[src/hw/pfp_defs.vh]
// Functional notes
// - high disable 0 makes a high window ending at top address; 1 removes it
// - high size field writable only while high disable is one
// - low disable 0 makes a low window starting at low base; 1 removes it
// - low size field writable only while low disable is one
// - open mode one: enabled windows are the protected areas
// - open mode zero: all protected except enabled windows
// - high window starts at 3F800, 3F000, 3E000 or 3C000 by size code
// - low window ends at 383FF, 387FF, 38FFF or 39FFF by size code
// - reset sequence loads config byte from nonvolatile 3FF0C before operation
// - after load, software may modify config within field write limits
`ifndef PFP_DEFS_VH
`define PFP_DEFS_VH

// ==========================================
// register map (apb byte addresses)
`define PFP_OFF_CONFIG 12'h000
`define PFP_OFF_STATUS 12'h004
`define PFP_OFF_CHECK 12'h008

// ==========================================
// config field positions
`define PFP_BIT_OPEN 7
`define PFP_BIT_HDIS 5
`define PFP_HS_HI 4
`define PFP_HS_LO 3
`define PFP_BIT_LDIS 2
`define PFP_LS_HI 1
`define PFP_LS_LO 0
`define PFP_CFG_WMASK 8'hA4
`define PFP_CFG_RESET 8'hFF

// ==========================================
// address map of the array
`define PFP_TOP_ADDR 18'h3FFFF
`define PFP_LOW_BASE 18'h38000
`define PFP_HI_START0 18'h3F800
`define PFP_HI_START1 18'h3F000
`define PFP_HI_START2 18'h3E000
`define PFP_HI_START3 18'h3C000
`define PFP_LO_END0 18'h383FF
`define PFP_LO_END1 18'h387FF
`define PFP_LO_END2 18'h38FFF
`define PFP_LO_END3 18'h39FFF
`define PFP_NV_CFG_ADDR 18'h3FF0C

`endif

[src/hw/pfp_loader.v]
`include "pfp_defs.vh"

module pfp_loader (
    // clock and reset
    input wire ref_clk,
    input wire nrst,
    // nonvolatile read port
    output reg nv_req_r,
    output reg [17:0] nv_addr_r,
    input wire nv_ack,
    input wire [7:0] nv_rdata,
    // result
    output reg load_stb_r,
    output reg [7:0] load_data_r,
    output reg done_r
);

    localparam ST_IDLE = 2'b00;
    localparam ST_WAIT = 2'b01;
    localparam ST_DONE = 2'b10;

    reg [1:0] st_r;

    // ==========================================
    // one fetch of the config byte after reset release
    always @(posedge ref_clk or negedge nrst) begin
        if (!nrst) begin
            st_r <= ST_IDLE;
            nv_req_r <= 1'b0;
            nv_addr_r <= 18'h00000;
            load_stb_r <= 1'b0;
            load_data_r <= 8'h00;
            done_r <= 1'b0;
        end else begin
            load_stb_r <= 1'b0;
            case (st_r)
                ST_IDLE: begin
                    nv_req_r <= 1'b1;
                    nv_addr_r <= `PFP_NV_CFG_ADDR;
                    st_r <= ST_WAIT;
                end
                ST_WAIT: begin
                    if (nv_ack) begin
                        nv_req_r <= 1'b0;
                        load_stb_r <= 1'b1;
                        load_data_r <= nv_rdata;
                        st_r <= ST_DONE;
                    end
                end
                ST_DONE: begin
                    done_r <= 1'b1;
                end
                default: begin
                    st_r <= ST_IDLE;
                end
            endcase
        end
    end

endmodule // pfp_loader

[src/hw/pfp_range_check.v]
`include "pfp_defs.vh"

module pfp_range_check (
    // configuration
    input wire [7:0] cfg,
    // address under test
    input wire [17:0] addr,
    // result
    output wire prot
);

    reg [17:0] hi_start;
    reg [17:0] lo_end;
    wire in_hi;
    wire in_lo;
    wire hi_en;
    wire lo_en;

    // ==========================================
    // window bounds from size codes
    always @* begin
        case (cfg[`PFP_HS_HI:`PFP_HS_LO])
            2'h0: hi_start = `PFP_HI_START0;
            2'h1: hi_start = `PFP_HI_START1;
            2'h2: hi_start = `PFP_HI_START2;
            default: hi_start = `PFP_HI_START3;
        endcase
        case (cfg[`PFP_LS_HI:`PFP_LS_LO])
            2'h0: lo_end = `PFP_LO_END0;
            2'h1: lo_end = `PFP_LO_END1;
            2'h2: lo_end = `PFP_LO_END2;
            default: lo_end = `PFP_LO_END3;
        endcase
    end

    assign hi_en = ~cfg[`PFP_BIT_HDIS];
    assign lo_en = ~cfg[`PFP_BIT_LDIS];
    assign in_hi = hi_en && addr >= hi_start && addr <= `PFP_TOP_ADDR;
    assign in_lo = lo_en && addr >= `PFP_LOW_BASE && addr <= lo_end;

    // open mode protects windows, closed mode protects the rest
    assign prot = cfg[`PFP_BIT_OPEN] ? (in_hi | in_lo)
                                     : ~(in_hi | in_lo);

endmodule // pfp_range_check

[src/hw/pfp_top.v]
`include "pfp_defs.vh"

module pfp_top (
    // clock and reset
    input wire ref_clk,
    input wire nrst,
    // apb slave
    input wire psel,
    input wire penable,
    input wire pwrite,
    input wire [11:0] paddr,
    input wire [31:0] pwdata,
    output reg [31:0] prdata,
    output reg pready,
    output reg pslverr,
    // nonvolatile read port
    output reg nv_req,
    output reg [17:0] nv_addr,
    input wire nv_ack,
    input wire [7:0] nv_rdata,
    // flash command controller check port
    input wire cmd_valid,
    input wire [17:0] cmd_addr,
    output reg cmd_done_r,
    output reg cmd_prot_r,
    // status
    output reg cfg_ready_r
);

    reg [7:0] cfg_r;
    reg [7:0] cfg_nxt;
    reg last_prot_r;
    reg [17:0] chk_addr_r;
    wire ld_req;
    wire [17:0] ld_addr;
    wire ld_stb;
    wire [7:0] ld_data;
    wire ld_done;
    wire hit;
    wire sw_hit;
    wire wr_en;
    wire addr_ok;

    // ==========================================
    // decode helper
    function is_mapped;
        input [11:0] a;
        begin
            is_mapped = (a == `PFP_OFF_CONFIG) || (a == `PFP_OFF_STATUS)
                || (a == `PFP_OFF_CHECK);
        end
    endfunction

    // ==========================================
    // reset config fetch
    pfp_loader u_loader (
        .ref_clk(ref_clk),
        .nrst(nrst),
        .nv_req_r(ld_req),
        .nv_addr_r(ld_addr),
        .nv_ack(nv_ack),
        .nv_rdata(nv_rdata),
        .load_stb_r(ld_stb),
        .load_data_r(ld_data),
        .done_r(ld_done)
    );

    // ==========================================
    // window decode for commands and for software probe
    pfp_range_check u_cmd_chk (
        .cfg(cfg_r),
        .addr(cmd_addr),
        .prot(hit)
    );

    pfp_range_check u_sw_chk (
        .cfg(cfg_r),
        .addr(chk_addr_r),
        .prot(sw_hit)
    );

    assign addr_ok = is_mapped(paddr);
    // writes held off until load completes so the nv value is not lost
    assign wr_en = psel && penable && pwrite && addr_ok && ld_done;

    // ==========================================
    // config next value with size write locks
    always @* begin
        cfg_nxt = cfg_r;
        if (ld_stb) begin
            cfg_nxt = ld_data;
        end else if (wr_en && paddr == `PFP_OFF_CONFIG) begin
            // free bits: open mode and both disables
            cfg_nxt = (cfg_r & ~`PFP_CFG_WMASK) | (pwdata[7:0] & `PFP_CFG_WMASK);
            if (cfg_r[`PFP_BIT_HDIS]) begin
                cfg_nxt[`PFP_HS_HI:`PFP_HS_LO] = pwdata[`PFP_HS_HI:`PFP_HS_LO];
            end
            if (cfg_r[`PFP_BIT_LDIS]) begin
                cfg_nxt[`PFP_LS_HI:`PFP_LS_LO] = pwdata[`PFP_LS_HI:`PFP_LS_LO];
            end
        end
    end

    // ==========================================
    // registers, apb answer and command check
    always @(posedge ref_clk or negedge nrst) begin
        if (!nrst) begin
            cfg_r <= `PFP_CFG_RESET;
            chk_addr_r <= 18'h00000;
            last_prot_r <= 1'b0;
            prdata <= 32'h00000000;
            pready <= 1'b0;
            pslverr <= 1'b0;
            nv_req <= 1'b0;
            nv_addr <= 18'h00000;
            cmd_done_r <= 1'b0;
            cmd_prot_r <= 1'b0;
            cfg_ready_r <= 1'b0;
        end else begin
            cfg_r <= cfg_nxt;
            // drop the request at the ack edge so the far side never sees a second one
            nv_req <= ld_req && !nv_ack;
            nv_addr <= ld_addr;
            cfg_ready_r <= ld_done;
            // answer in setup+1, pulse pready one cycle
            pready <= psel && !penable;
            pslverr <= psel && !penable && !is_mapped(paddr);
            if (psel && !penable && !pwrite) begin
                case (paddr)
                    `PFP_OFF_CONFIG: prdata <= {24'h000000, cfg_r};
                    `PFP_OFF_STATUS: prdata <= {30'h00000000, last_prot_r, ld_done};
                    `PFP_OFF_CHECK: prdata <= {13'h0000, sw_hit, chk_addr_r};
                    default: prdata <= 32'h00000000;
                endcase
            end else begin
                // read data stands only alongside pready
                prdata <= 32'h00000000;
            end
            if (wr_en && paddr == `PFP_OFF_CHECK) begin
                chk_addr_r <= pwdata[17:0];
            end
            // commands refused until the config is loaded
            cmd_done_r <= cmd_valid;
            cmd_prot_r <= cmd_valid && (hit || !ld_done);
            if (cmd_valid) begin
                last_prot_r <= hit || !ld_done;
            end
        end
    end

endmodule // pfp_top

[config.mk]
export PLATFORM = sky130hd
export DESIGN_NAME = pfp_top
export DESIGN_NICKNAME = d
export VERILOG_FILES = /design/src/hw/pfp_loader.v /design/src/hw/pfp_range_check.v /design/src/hw/pfp_top.v
export VERILOG_INCLUDE_DIRS = /design/src /design/src/hw
export SDC_FILE = /design/constraint.sdc
export NUM_CORES = 1
export LEC_CHECK = 0
export CELL_PAD_IN_SITES_DETAIL_PLACEMENT = 0
export CELL_PAD_IN_SITES_GLOBAL_PLACEMENT = 2
export CORE_MARGIN = 2
export CORE_UTILIZATION = 41
export DETAILED_ROUTE_END_ITERATION = 7
export DONT_BUFFER_PORTS = 1
export GPL_TIMING_DRIVEN = 0
export HOLD_SLACK_MARGIN = 0.08
export PLACE_DENSITY = 0.8
export SLEW_MARGIN = 5
export SYNTH_ARGS = -nofsm -noshare
export SYNTH_HDL_FRONTEND = slang
export SYNTH_SLANG_ARGS = --single-unit
[constraint.sdc]
create_clock -name ref_clk -period 4.7 [get_ports ref_clk]
set_input_delay 0.94 -clock ref_clk [delete_from_list [all_inputs] [get_ports ref_clk]]
set_output_delay 0.94 -clock ref_clk [all_outputs]
set_load 0.02 [all_outputs]
After elaboration in Yosys (flattened, before gate mapping)
Index checks and enable logic that the tools add are counted.
{"block": "word_totals", "ff_bits": 80, "latch_bits": 0, "ram_bits": 0, "rom_bits": 0, "wordCells": 94, "mem_count": 0}
{"block": "classes", "n_addsub": 0, "mul": 0, "div_mod_pow": 0, "magnitude_cmp": 8, "eq_ne": 9, "n_shift": 0, "n_mux": 16, "n_bitwise": 8, "reduce_logical": 36}
{"cell": "case mux 19 bit (3 select lines)", "n": 1}
{"cell": "case mux 14 bit (3 select lines)", "n": 1}
{"cell": "case mux 13 bit (3 select lines)", "n": 1}
{"cell": ">= comparator 18 bit", "n": 2}
{"cell": ">= comparator 18 bit, second input constant", "n": 2}
{"cell": "<= comparator 18 bit", "n": 2}
{"cell": "<= comparator 18 bit, second input constant", "n": 2}
{"cell": "2-to-1 mux 32 bit", "n": 1}
{"cell": "logical AND 1 bit", "n": 19}
{"cell": "2-to-1 mux 8 bit", "n": 2}
{"cell": "== test 12 x 3 -> 1 bit, second input constant", "n": 1}
{"cell": "== test 12 x 4 -> 1 bit, second input constant", "n": 1}
{"cell": "logical NOT 12 bit", "n": 1}
{"cell": "OR 7 x 8 -> 8 bit", "n": 1}
{"cell": "== test 2 x 1 -> 1 bit, second input constant", "n": 3}
{"cell": "== test 2 bit, second input constant", "n": 3}
{"cell": "logical NOT 2 bit", "n": 3}
{"cell": "2-to-1 mux 2 bit", "n": 3}
{"cell": "case mux 2 bit (3 select lines)", "n": 1}
{"cell": "AND reduction 2 bit", "n": 3}
{"cell": "logical NOT 1 bit", "n": 5}
{"cell": "2-to-1 mux 1 bit", "n": 5}
{"cell": "inverter 1 bit", "n": 5}
{"cell": "nonzero test 2 bit", "n": 2}
{"cell": "other kinds (4)", "n": 7}

Logic depth before layout (Yosys ltp)
Gate-level depths: netlist (run 1).
{"block": "depth", "ltp_word": 10, "depth_mapped": 9, "mapped_depth_nobuf": 8}

Cells and area by module
A second synthesis (run 1) with hierarchy kept.
{"block": "unflattened", "hier_cells": 310, "area_unflattened_um2": 3923.8}
{"module": "pfp_top", "instances": 1, "cells_each": 192, "area_per_inst_um2": 2721.4, "seq_area_each_um2": 1761.7}
{"module": "pfp_loader", "instances": 1, "cells_each": 50, "area_per_inst_um2": 669.4, "seq_area_each_um2": 350.3}
{"module": "pfp_range_check", "instances": 2, "cells_each": 34, "area_per_inst_um2": 266.5, "seq_area_each_um2": 0.0}

Least setup slack after synthesis (run 1)
OpenSTA, ideal clock, no wires.
{"block": "synth_timing", "path_type": "input -> register", "from": "input port paddr[1]", "to": "register chk_addr_r[10]", "setup_ns": 0.125, "arrival_ns": 2.455, "required_ns": 4.575, "slack_ns": 2.120, "stages": 6, "path_buffers": 2, "path_cell_list": "nor4_2 > nand3_1 > or4_1 > buf_4 > buf_6 > mux2_4"}
{"block": "synth_between", "elab_chain_len": 6, "word_cells_on_any_way": 8}
{"item": "from (decl)", "line_no": "pfp_top.v:11", "text": "input wire [11:0] paddr,"}
{"item": "== test 12 x 3 -> 1 bit (no source line) / logical NOT 12 bit (equally long branches)"}
{"item": "logical OR 1 bit (2 in a row)", "line_no": "pfp_top.v:49", "text": "is_mapped = (a == `PFP_OFF_CONFIG) || (a == `PFP_OFF_STATUS)"}
{"item": "logical AND 1 bit (2 in a row)", "line_no": "pfp_top.v:84", "text": "assign wr_en = psel && penable && pwrite && addr_ok && ld_done;"}
{"item": "logical AND 1 bit (no source line) *"}
{"item": "to (signal assigned)", "line_no": "pfp_top.v:140", "text": "chk_addr_r <= pwdata[17:0];"}
{"item": "to (decl)", "line_no": "pfp_top.v:33", "text": "reg [17:0] chk_addr_r;"}
Mark *: on every way between the ends. The rest lies on a longest branch, timed or not.
A chain may end at the register's enable or synchronous reset.

Worst setup path in the final report (run 1)
{"block": "layout_timing", "from": "register cfg_r[1]", "to": "register last_prot_r"}
{"block": "layout_between", "elab_chain_len": 8, "word_cells_on_any_way": 10}
{"item": "from (decl)", "line_no": "pfp_top.v:30", "text": "reg [7:0] cfg_r;"}
{"item": "from (signal assigned)", "line_no": "pfp_top.v:108", "text": "cfg_r <= `PFP_CFG_RESET;"}
{"item": "from (signal assigned)", "line_no": "pfp_top.v:120", "text": "cfg_r <= cfg_nxt;"}
{"item": "== test 2 bit (tied with other cells)", "line_no": "pfp_range_check.v:28", "text": "case (cfg[`PFP_LS_HI:`PFP_LS_LO])"}
{"item": "case mux 13 bit (3 select lines) *", "line_no": "pfp_range_check.v:28"}
{"item": "<= comparator 18 bit *", "line_no": "pfp_range_check.v:39", "text": "assign in_lo = lo_en && addr >= `PFP_LOW_BASE && addr <= lo_end;"}
{"item": "logical AND 1 bit *", "line_no": "pfp_range_check.v:39"}
{"item": "OR 1 bit *", "line_no": "pfp_range_check.v:42, pfp_range_check.v:43"}
{"item": "inverter 1 bit", "line_no": "pfp_range_check.v:43", "text": ": ~(in_hi | in_lo);"}
{"item": "2-to-1 mux 1 bit *", "line_no": "pfp_range_check.v:42", "text": "assign prot = cfg[`PFP_BIT_OPEN] ? (in_hi | in_lo)"}
{"item": "logical OR 1 bit *", "line_no": "pfp_top.v:146", "text": "last_prot_r <= hit || !ld_done;"}
{"item": "to (signal assigned)", "line_no": "pfp_top.v:146"}
{"item": "to (decl)", "line_no": "pfp_top.v:32", "text": "reg last_prot_r;"}
Marked as above.

==> impl_metrics.tcl, run 1 <==
set metrics [dict create \
    max_freq_ghz 0.394 \
    dr.pass1.iters 4 \
    clock_latency_ns 0.34 \
    grt_first_pass_wirelength_mm 10.3 \
    dr.max_layer_used "met4" \
    yosys.area.top_type "dfrtp_1" \
    path_delay_family "simple AND/OR/NAND/NOR gates" \
    synthArstFlopShare_pct 100 \
    max_stage_delay_ns 0.51 \
    cts_root_buffer "clkbuf_8" \
    core_area_sq_um 7730 \
    hold-worst-slack_ns 0.285 \
    gr-total-overflow 0 \
    wl_met1_mm 2.84 \
    synthTopCellsByArea "dfrtp_1 (45%), buf_4 (7.2%), dfstp_2 (6.5%), mux2i_1 (4.9%), mux2_4 (4.6%)" \
    antenna_cells 0 \
    grt_use_total_pct 15.8 \
    ant_nets 0 \
    final.setup_skew_ns 0.00421 \
    synth_edf_count 0 \
    hp-class "input pin to asynchronous set/reset pin" \
    grt_start_max_net_pins 68 \
    ir_worst_vdd_uv 214 \
    ys.flop_type "dfrtp_1" \
    power.density_nw_per_um2 414 \
    drv_cap 0 \
    cp_max_fo 7 \
    period_needed_ns 2.54 \
    via_count 2073 \
    required_ns 4.91 \
    worst-setup-path-type "register to register" \
    start_util_pct 42.1 \
    die_h_um 93.1 \
    endpoint_kind "register" \
    viasPerCell 4.83 \
    crit_arrival_ns 2.75 \
    nNetsFinal 409 \
    worst_path_max_delay_cell "dfstp_2" \
    synth-seq-area-share_pct 51.8 \
    crit_buf_inv 1 \
    ctsResizeCount 0 \
    finalCoreUtilization_pct 47.0 \
    drt-wirelength-per-cell_um 15.0 \
    die_x_um 93.1 \
    ctsHoldBuffers 0 \
    netlist_instances 293 \
    finalHoldViolCount 0 \
    routed_wirelength_mm 6.44 \
    drive_gt1_share_pct 21.1 \
    crit_start "cfg_r[1]" \
    synth_cell_types 45 \
    cts_buffers 9 \
    design_area_sq_um 3630 \
    clk_pin_slew_ns 0.07 \
    dieArea_sq_um 8670 \
    setup_tns_ns 0 \
    slew_headroom_pct 47.2 \
    yosysWarningCount 0 \
    synth-seq-cells 67 \
    synth_area_per_cell_sq_um 11.1 \
    clockBufferDepth 2 \
    place_hpwl_mm 4.97 \
    syn2layout_area_growth_pct 11.7 \
    path_cells "clkbuf_1 -> nand2_1 -> ha_1 -> nand4_1 -> nor4_1 -> a21oi_1 -> o22ai_1 -> xor2_1 -> a31oi_1" \
    drt_iter0_markers 72 \
    cts_setup_buffers 0 \
    wl_met3_um 511 \
    slew_viol_final 0 \
    antenna_found_initial 0 \
    htreeDepth 3 \
    post_dp_cell_area_sq_um 3450 \
    place_congestion 0.836 \
    startpoint_type "register" \
    pin_count 133 \
    tightest_slew_ns 0.786 \
    syn_area_sq_um 3250 \
    cts.sinks 67 \
    setup_viol 0 \
    p_leak_nw 1.78 \
    rows 32 \
    status "completed" \
    wl_met2_mm 2.96 \
    post-route-period-util_pct 54.1 \
    cts_tree "yes" \
    rsz0062_at_grt "no" \
    grt_pass1_vias 2031 \
    drc 0 \
    r2r_start "cfg_r[1]" \
    synth_top_area_share_pct 45.4 \
    io_buffers 0 \
]
==> state kept, by name, indices dropped and copies added, names as in the netlist, 2 cells and up <==
signal,count
u_loader.load_data_r,8
chk_addr_r,18
u_loader.st_r,2
cfg_r,8
prdata,19
==> area by class of cell <==
class | instances | area, sq um
plain buffers | 38 | 267
clock buffers | 11 | 131
clock inverters | 5 | 53.8
fillers | 733 | 4090
inverters | 7 | 26.3
multi-input cells | 199 | 1340
flip-flops and latches | 67 | 1690
well taps | 102 | 128
==> logic make-up after synthesis <==
group | share of synthesized area, %
buffers and inverters | 9.00
AND/OR/NAND/NOR | 16.5
flip-flops | 51.8
AO/OA/AOI/OAI | 4.92
multiplexers | 12.6
XOR/XNOR | 0.808
other | 0.115
adder cells (fa/ha/maj) | 4.15
==> Yosys cell counts, types with 7 or more instances <==
library cell,count
nor2_1,19
and2_1,10
dfrtp_1,59
buf_4,31
o21ai_1,7
dfstp_2,8
mux2_4,10
mux2i_1,16
nand4_1,8
nand2_1,37
mux2_1,8
ha_1,10
==> placed cells by master (no fill, tap or decap), types with 2 or more instances in the layout <==
cell type	instances
or4_1	4
nor4_2	3
nand3_1	3
nor4_1	5
nor2b_1	3
mux2_4	10
and2_1	10
nor3_1	2
a31oi_1	3
clkbuf_8	9
inv_1	6
mux2i_1	16
dfrtp_1	59
nand2_1	37
nand2b_1	3
nand4_1	8
ha_1	10
xor2_1	3
o21ai_1	7
mux2_1	8
clkbuf_1	8
dfstp_2	8
clkinv_2	3
conb_1	19
buf_4	31
o21ai_0	3
nor2_1	19
a21oi_1	6
==> stage by stage <==
| stage | setup WS (ns) | power, mW | instances |
|---|---|---|---|
| 2_1_floorplan | 2.12 | 0.985 | 311 |
| 3_3_place_gp | 1.93 | 1.05 | 413 |
| 3_5_place_dp | 1.89 | 1.06 | 413 |
| 4_1_cts | 2.14 | 1.52 | 429 |
| 5_1_grt | 1.93 | 1.61 | 429 |
| 6_report | 2.16 | 1.51 | 429 |
==> power breakdown <==
| group | leakage (nW) | total, mW | internal, mW | switching (mW) |
|---|---|---|---|---|
| registers | 0.856 | 0.772 | 0.688 | 0.0839 |
| logic | 0.825 | 0.277 | 0.124 | 0.153 |
| clock network | 0.0971 | 0.457 | 0.243 | 0.213 |
| total | 1.78 | 1.51 | 1.05 | 0.451 |
==> layer usage <==
layer	up-vias	GRT usage (%)
met2	73	24.1
met1	976	20.5
met4	0	6.99
met3	10	5.32
li1	1014	-
met5	-	0
==> path summary, 6_finish.rpt <==
| path | slack, ns | cells past startpoint | endpoint |
|---|---|---|---|
| worst max-delay path | 2.16 | 9 | last_prot_r |
| worst min-delay path | 0.28 | 0 | prdata[14] |
| worst max register to register | 2.16 | 9 | last_prot_r |
| worst min register to register | 0.38 | 0 | nv_addr[2] |
| max in group asynchronous | 4.21 | 0 | cfg_r[0] |
| min in group ref_clk | 0.38 | 0 | nv_addr[2] |
Power figures use the tool's default switching activity.
==> inputs of run 2 (changes only) <==
--- a/config.mk
+++ b/config.mk
@@ -6,15 +6,16 @@
 export SDC_FILE = /design/constraint.sdc
 export NUM_CORES = 1
 export LEC_CHECK = 0
+export ABC_AREA = 1
 export CELL_PAD_IN_SITES_DETAIL_PLACEMENT = 0
 export CELL_PAD_IN_SITES_GLOBAL_PLACEMENT = 2
 export CORE_MARGIN = 2
-export CORE_UTILIZATION = 41
+export CORE_UTILIZATION = 31
 export DETAILED_ROUTE_END_ITERATION = 7
 export DONT_BUFFER_PORTS = 1
 export GPL_TIMING_DRIVEN = 0
 export HOLD_SLACK_MARGIN = 0.08
-export PLACE_DENSITY = 0.8
+export PLACE_DENSITY = 0.7
 export SLEW_MARGIN = 5
 export SYNTH_ARGS = -nofsm -noshare
 export SYNTH_HDL_FRONTEND = slang
==> constraint.sdc (replaced) <==
create_clock -name ref_clk -period 2.15 [get_ports ref_clk]
set_input_delay 0.43 -clock ref_clk [delete_from_list [all_inputs] [get_ports ref_clk]]
set_output_delay 0.43 -clock ref_clk [all_outputs]
set_load 0.02 [all_outputs]
==> run 2 against run 1 <==
Compared with the run above:
- design area up 14%
- combinational power grew to 3.1 times the previous value
- first-iteration DRC count grew 26%
- critical path type unchanged
- highest routed layer unchanged
==> impl_metrics.tcl, run 2 <==
set metrics [dict create \
    synthSimpleGateAreaFrac_pct 23.7 \
    die_x_um 111 \
    fillers 1202 \
    seq_area_sq_um 1690 \
    synth_cell_types 30 \
    path_cells "nand2_1 -> ha_1 -> inv_1 -> nor2_2 -> nand3_1 -> nor2_2 -> nand4_1 -> nand2_1 -> nand2_1 -> nand3_1 -> nand3_1 -> nand2_1 -> nand2_1" \
    antenna_cells 0 \
    final.setup_skew_ns 0.00398 \
    synth_edf_count 0 \
    reg2reg_setup_slack_ns 0.18 \
    dieArea_sq_um 12300 \
    mostFrequentLayoutCells "nand2_1 (116), inv_1 (78), dfrtp_1 (59)" \
    synth.area.mux_share_pct 5.08 \
    place_congestion 0.788 \
    gr-total-overflow 0 \
    ant_nets 0 \
    die_h_um 111 \
    clk_pin_slew_ns 0.05 \
    wl_met1_mm 3.72 \
    grt_pass1_vias 2623 \
    synthAdderAreaFrac_pct 3.53 \
    synth_area_per_cell_sq_um 8.09 \
    slew_viol_final 0 \
    power.density_nw_per_um2 950 \
    synth-seq-area-share_pct 47.6 \
    rsz0062_at_grt "no" \
    htreeDepth 3 \
    holdCritStartpoint "cmd_valid" \
    start_util_pct 31.4 \
    rr_worst_depth 13 \
    cts_root_buffer "clkbuf_16" \
    crit_buf_inv 1 \
    synthArstFlopShare_pct 100 \
    cp_max_fo 5 \
    whs_endpoint "cmd_done_r" \
    largest_reg_flops 19 \
    path_delay_family "simple AND/OR/NAND/NOR gates" \
    r2r_end "last_prot_r" \
    grt_first_pass_wirelength_mm 13.6 \
    rows 39 \
    viasPerCell 4.26 \
    synth_top_area_share_pct 41.7 \
    drv_cap 0 \
    core_area_sq_um 11300 \
    syn_area_sq_um 3540 \
    drt-wirelength-per-cell_um 13.5 \
    required_ns 2.37 \
    drt_iter0_markers 91 \
    yosysMostFrequentCell "nand2_1" \
    io_buffers 0 \
    grt_use_total_pct 14.3 \
    dr.max_layer_used "met4" \
    post-route-period-util_pct 91.7 \
    r2r_start "cfg_r[1]" \
    cts.sinks 67 \
    dr.pass1.iters 4 \
    max_stage_delay_ns 0.56 \
    worst-setup-path-type "register to register" \
    antenna_found_initial 0 \
    pin_count 133 \
    synth-xor-area-share_pct 0 \
    drive_gt1_share_pct 13.9 \
    synth_compound_area_share_pct 4.52 \
    crit_arrival_ns 2.19 \
    worst_path_max_delay_cell "dfstp_2" \
    wl_met2_mm 3.93 \
    path_depth 13 \
    period_needed_ns 1.97 \
    synthTopCellsByCount "nand2_1 (116), inv_1 (78), dfrtp_1 (59)" \
    regMostFlops "prdata" \
    yosys.area.top_type "dfrtp_1" \
    synth-seq-cells 67 \
    fin_ws_ns 0.179 \
    wl_met3_um 524 \
    setup_viol 0 \
    grt_start_max_net_pins 68 \
    largest_registers "prdata (19), chk_addr_r (18)" \
    finalCoreUtilization_pct 36.7 \
    max_freq_ghz 0.507 \
    ir_worst_vdd_uv 600 \
    clock_latency_ns 0.33 \
    startpoint_type "register" \
    place_hpwl_mm 6.47 \
    cts_tree "yes" \
    via_count 2633 \
    nNetsFinal 558 \
    netlist_instances 438 \
    hp-class "input pin to register" \
    drc 0 \
    clockBufferDepth 2 \
    syn2layout_area_growth_pct 16.6 \
    finalHoldViolCount 0 \
    dp_slack_ns -0.184 \
    tightest_slew_ns 0.547 \
    yosysWarningCount 0 \
    whs_path_depth 0 \
    endpoint_kind "register" \
    multi_input_area_sq_um 1380 \
    synthTopCellsByArea "dfrtp_1 (42%), nand2_1 (12%), inv_1 (8.3%), buf_4 (6.4%), dfstp_2 (5.9%)" \
    cts_buffers 9 \
    synth_top_family_by_area "simple AND/OR/NAND/NOR gates" \
    ys.flop_type "dfrtp_1" \
    p_leak_nw 2.40 \
    routed_wirelength_mm 8.32 \
    status "completed" \
    cp_common_cell "nand2_1" \
    slew_headroom_pct 63.3 \
    final_common_cell "nand2_1" \
]
## run 2: changes by cell type after synthesis, sizes merged, moves of 4 or more
cell   before  now
inv         6   79
mux2       19    0
nor4        8    3
or4         4    0
nand3       3   16
and2       10    1
nor2       19   45
nor3        2    6
a21oi       6   12
nand2      37  117
## run 2: kinds of logic (layout without fill, tap and decap cells)
group | Yosys count | in the layout
fa+ha+maj | 10 | 10
flops | 67 | 67
simple gates | 200 | 200
compound gates | 28 | 28
buf+inv | 114 | 133
mux | 18 | 18
other cells | 1 | 19
## run 2: timing repair
| action | CTS | global route |
|---|---|---|
| resized for setup | 0 | 2 |
| setup buffers | 0 | 3 |
| hold buffers | 2 | 0 |
| endpoints found under the hold margin | 67 | 0 |
| pin swaps | 0 | 1 |
| endpoints found under the setup margin | 2 | 2 |
## run 2: report_power, final
part           internal, mW  leakage [nW]  total [mW]  switching, mW
combinational         0.321          1.40       0.853          0.532
sequential             1.52         0.860        1.70          0.176
clock                 0.864         0.141        1.38          0.514
## run 2: stage by stage
step                hold WS [ns]  setup TNS, ns  instance area, sq um  instances  total power, mW
finish                     0.126              0                  4130        618             3.93
global route               0.108              0                  4130        618             4.23
CTS                        0.112              0                  4110        615             3.95
detailed placement         0.137         -0.354                  3790        599             2.52
global placement           0.137         -0.357                  3790        599             2.50
floorplan                  0.134              0                  3610        456             2.28
## run 2: worst reg2reg max path: cells and delay by family, from the launching register on
family / cells / cell delay [ns]
flops: 1 / 0.56
fa+ha+maj: 1 / 0.30
buf+inv: 1 / 0.06
simple gates: 11 / 0.96
## run 2: final cells by class
class / instances / area share [%]
Sequential cell: 67 / 40.8
Clock buffer: 13 / 6.54
Clock inverter: 2 / 0.242
Timing Repair Buffer: 5 / 1.45
Buffer: 33 / 5.90
Multi-Input combinational cell: 275 / 33.5
Inverter: 80 / 7.27
Tap cell: 143 / 4.33
## run 2: worst max-delay path by stage
| stage | start | to | slack (ns) |
|---|---|---|---|
| 6_report | cfg_r[1] | last_prot_r | 0.18 |
| 5_1_grt | cfg_r[1] | last_prot_r | 0.0003 |
| 4_1_cts | cfg_r[1] | last_prot_r | 0.05 |
| 3_5_place_dp | cfg_r[1] | last_prot_r | -0.18 |
| 3_3_place_gp | cfg_r[1] | last_prot_r | -0.18 |
| 2_1_floorplan | cfg_r[1] | last_prot_r | 0.19 |
## run 2: metal layers
layer,global-route usage [%],up-vias
met5,0,-
met4,6.67,0
li1,-,1367
met3,4.32,15
met1,17.9,1193
met2,22.5,58
==> inputs of run 3 (changes only) <==
--- a/config.mk
+++ b/config.mk
@@ -10,13 +10,15 @@
 export CELL_PAD_IN_SITES_DETAIL_PLACEMENT = 0
 export CELL_PAD_IN_SITES_GLOBAL_PLACEMENT = 2
 export CORE_MARGIN = 2
-export CORE_UTILIZATION = 31
+export CORE_UTILIZATION = 33
 export DETAILED_ROUTE_END_ITERATION = 7
 export DONT_BUFFER_PORTS = 1
 export GPL_TIMING_DRIVEN = 0
 export HOLD_SLACK_MARGIN = 0.08
-export PLACE_DENSITY = 0.7
+export PLACE_DENSITY = 0.71
+export SETUP_SLACK_MARGIN = 0.4
 export SLEW_MARGIN = 5
 export SYNTH_ARGS = -nofsm -noshare
 export SYNTH_HDL_FRONTEND = slang
+export SYNTH_HIERARCHICAL = 1
 export SYNTH_SLANG_ARGS = --single-unit
==> run 3 against run 2 <==
Compared with the run above:
- the run now ends with hold timing left
- critical path type unchanged
- clock power is essentially flat
- total power grew 19%
- largest power group unchanged
- core utilization grew 2.5 points
==> impl_metrics.tcl, run 3 <==
set metrics [dict create \
    status "complete, but fails checks" \
    failed_checks "hold timing" \
    max_freq_ghz 0.517 \
    grt_start_max_net_pins 85 \
    seq_area_sq_um 2110 \
    p_leak_nw 2.54 \
    yosysWarningCount 6 \
    total_power_mw 4.67 \
    die_x_um 118 \
    multi_input_area_sq_um 1700 \
    ir_worst_vdd_uv 684 \
    largest_registers "prdata (19), chk_addr_r (18), nv_addr (18)" \
    netlist_instances 492 \
    clockPowerShare_pct 30.2 \
    grt_use_total_pct 15.1 \
    worst-setup-path-type "register to register" \
    setup_tns_ns 0 \
    power_frac_comb_pct 24.8 \
    finalCoreUtilization_pct 39.2 \
    hold-worst-slack_ns -0.217 \
    fin_ws_ns 0.216 \
    power.density_nw_per_um2 941 \
    core_area_sq_um 12700 \
    cp_max_fo 4 \
    via_count 3039 \
    syn_area_sq_um 4290 \
    start_util_pct 33.8 \
    slew_viol_final 0 \
    ys.flop_type "dfrtp_1" \
    synth_area_per_cell_sq_um 8.71 \
    antenna_found_initial 0 \
    antenna_cells 0 \
    setup_viol 0 \
    rsz0062_at_grt "yes" \
    switchingPower_mw 1.49 \
    post_dp_cell_area_sq_um 4570 \
    rows 41 \
    grt_pass1_vias 3206 \
    drt-wirelength-per-cell_um 14.0 \
    syn2layout_area_growth_pct 15.9 \
    yosysMostFrequentCell "nand2_1" \
    cts_buffers 9 \
    dpl.cell_count 681 \
    cts_tree "yes" \
    synthArstFlopShare_pct 100 \
    synth-seq-cells 84 \
    die_h_um 118 \
    clockBufferDepth 2 \
    required_ns 2.37 \
    dr.pass1.iters 4 \
    p_sw_share_pct 31.8 \
    fillers 1312 \
    grt_first_pass_wirelength_mm 16.4 \
    endpoint_kind "register" \
    clk_pin_slew_ns 0.06 \
    drt_iter0_markers 81 \
    period_needed_ns 1.93 \
    synth-seq-area-share_pct 49.3 \
    regMostFlops "prdata" \
    gr-total-overflow 0 \
    pin_count 133 \
    design_area_sq_um 4970 \
    viasPerCell 4.32 \
    drive_gt1_share_pct 23.9 \
    io_buffers 0 \
    dieArea_sq_um 13900 \
    finalHoldViolCount 84 \
    synth_cell_types 34 \
    mostFrequentLayoutCells "nand2_1 (124), dfrtp_1 (76), inv_1 (58)" \
    reg2reg_setup_slack_ns 0.22 \
    synth_top_area_share_pct 44.4 \
    htreeDepth 3 \
    dp_slack_ns 0.235 \
    yosys.area.top_type "dfrtp_1" \
    synthTopCellsByCount "nand2_1 (127), dfrtp_1 (76), inv_1 (60)" \
    post-route-period-util_pct 90.0 \
    drc 0 \
    drv_cap 0 \
    startpoint_type "register" \
    synth_edf_count 0 \
    final_common_cell "nand2_1" \
    routed_wirelength_mm 9.81 \
    largest_reg_flops 19 \
    nNetsFinal 615 \
    crit_arrival_ns 2.15 \
    ant_nets 0 \
    final_cells 703 \
    final.setup_skew_ns 0.00554 \
    place_congestion 0.775 \
    seqPwrFrac_pct 45.0 \
    clock_latency_ns 0.34 \
    cts.sinks 84 \
    cts_root_buffer "clkbuf_16" \
    hp-class "input pin to asynchronous set/reset pin" \
    p_int_mw 3.19 \
    place_hpwl_mm 7.18 \
    synthTopCellsByArea "dfrtp_1 (44%), nand2_1 (11%), buf_4 (5.4%), inv_1 (5.3%), dfstp_2 (4.9%)" \
]
## run 3: worst paths after layout
path,start,end,cells after the start
hold reg to reg,u_loader/load_data_r[7],u_loader/load_data_r[7],2
min in group ref_clk,cmd_valid,cmd_done_r,0
hold / removal,nrst,chk_addr_r[8],0
setup / recovery,cfg_r[4],prdata[18],13
setup reg to reg,cfg_r[4],prdata[18],13
max in group asynchronous,nrst,cfg_r[2],0
## run 3: cell type report
class	count	share of cell area, %
Buffer	45	7.61
Timing Repair Buffer	6	1.23
Clock buffer	13	5.04
Tap cell	172	4.33
Clock inverter	3	0.302
Sequential cell	84	42.5
Inverter	63	4.81
Multi-Input combinational cell	317	34.2
## run 3: what timing repair did
item	4_1_cts	5_1_grt
pin swaps	6	9
hold endpoints to repair	84	84
resized for setup	6	12
buffers inserted	4	2
endpoints found under the setup margin	3	3
## run 3: cell families after synthesis
family / count (synthesis) / synth area share (%)
multiplexers: 1 / 0.263
other: 2 / 0.175
flip-flops: 84 / 49.3
adder cells (fa/ha/maj): 12 / 3.50
AND/OR/NAND/NOR: 254 / 28.9
AO/OA/AOI/OAI: 31 / 3.71
buffers and inverters: 108 / 14.2
## run 3: worst max-delay path: stages, from the launching register on
cell	delay, ns
dfstp_2	0.57
buf_6	0.11
buf_12	0.09
clkbuf_1	0.09
ha_1	0.24
nand2_2	0.09
nor2_2	0.04
nor3_2	0.14
nand2_1	0.07
nand2_1	0.08
nand2_1	0.06
nand2_1	0.06
nand2_1	0.05
nor3b_4	0.14
## run 3: routing by layer
metal  track usage [%]  routed length [um]  up-vias
li1                  -                   -     1548
met1              18.9                4330     1404
met2              23.7                4520       75
met3              5.43                 748       12
met4              6.48                 208        0
met5                 0                   0        -
## run 3: power by group through the flow
| stage | clock network [mW] | registers, mW | logic (mW) |
|---|---|---|---|
| after floorplan | 0 | 2.04 | 0.812 |
| after global placement | 0 | 2.14 | 0.954 |
| after detailed placement | 0 | 2.15 | 0.967 |
| after CTS | 1.47 | 2.10 | 1.08 |
| after global routing | 1.54 | 2.13 | 1.35 |
| final | 1.41 | 2.10 | 1.16 |
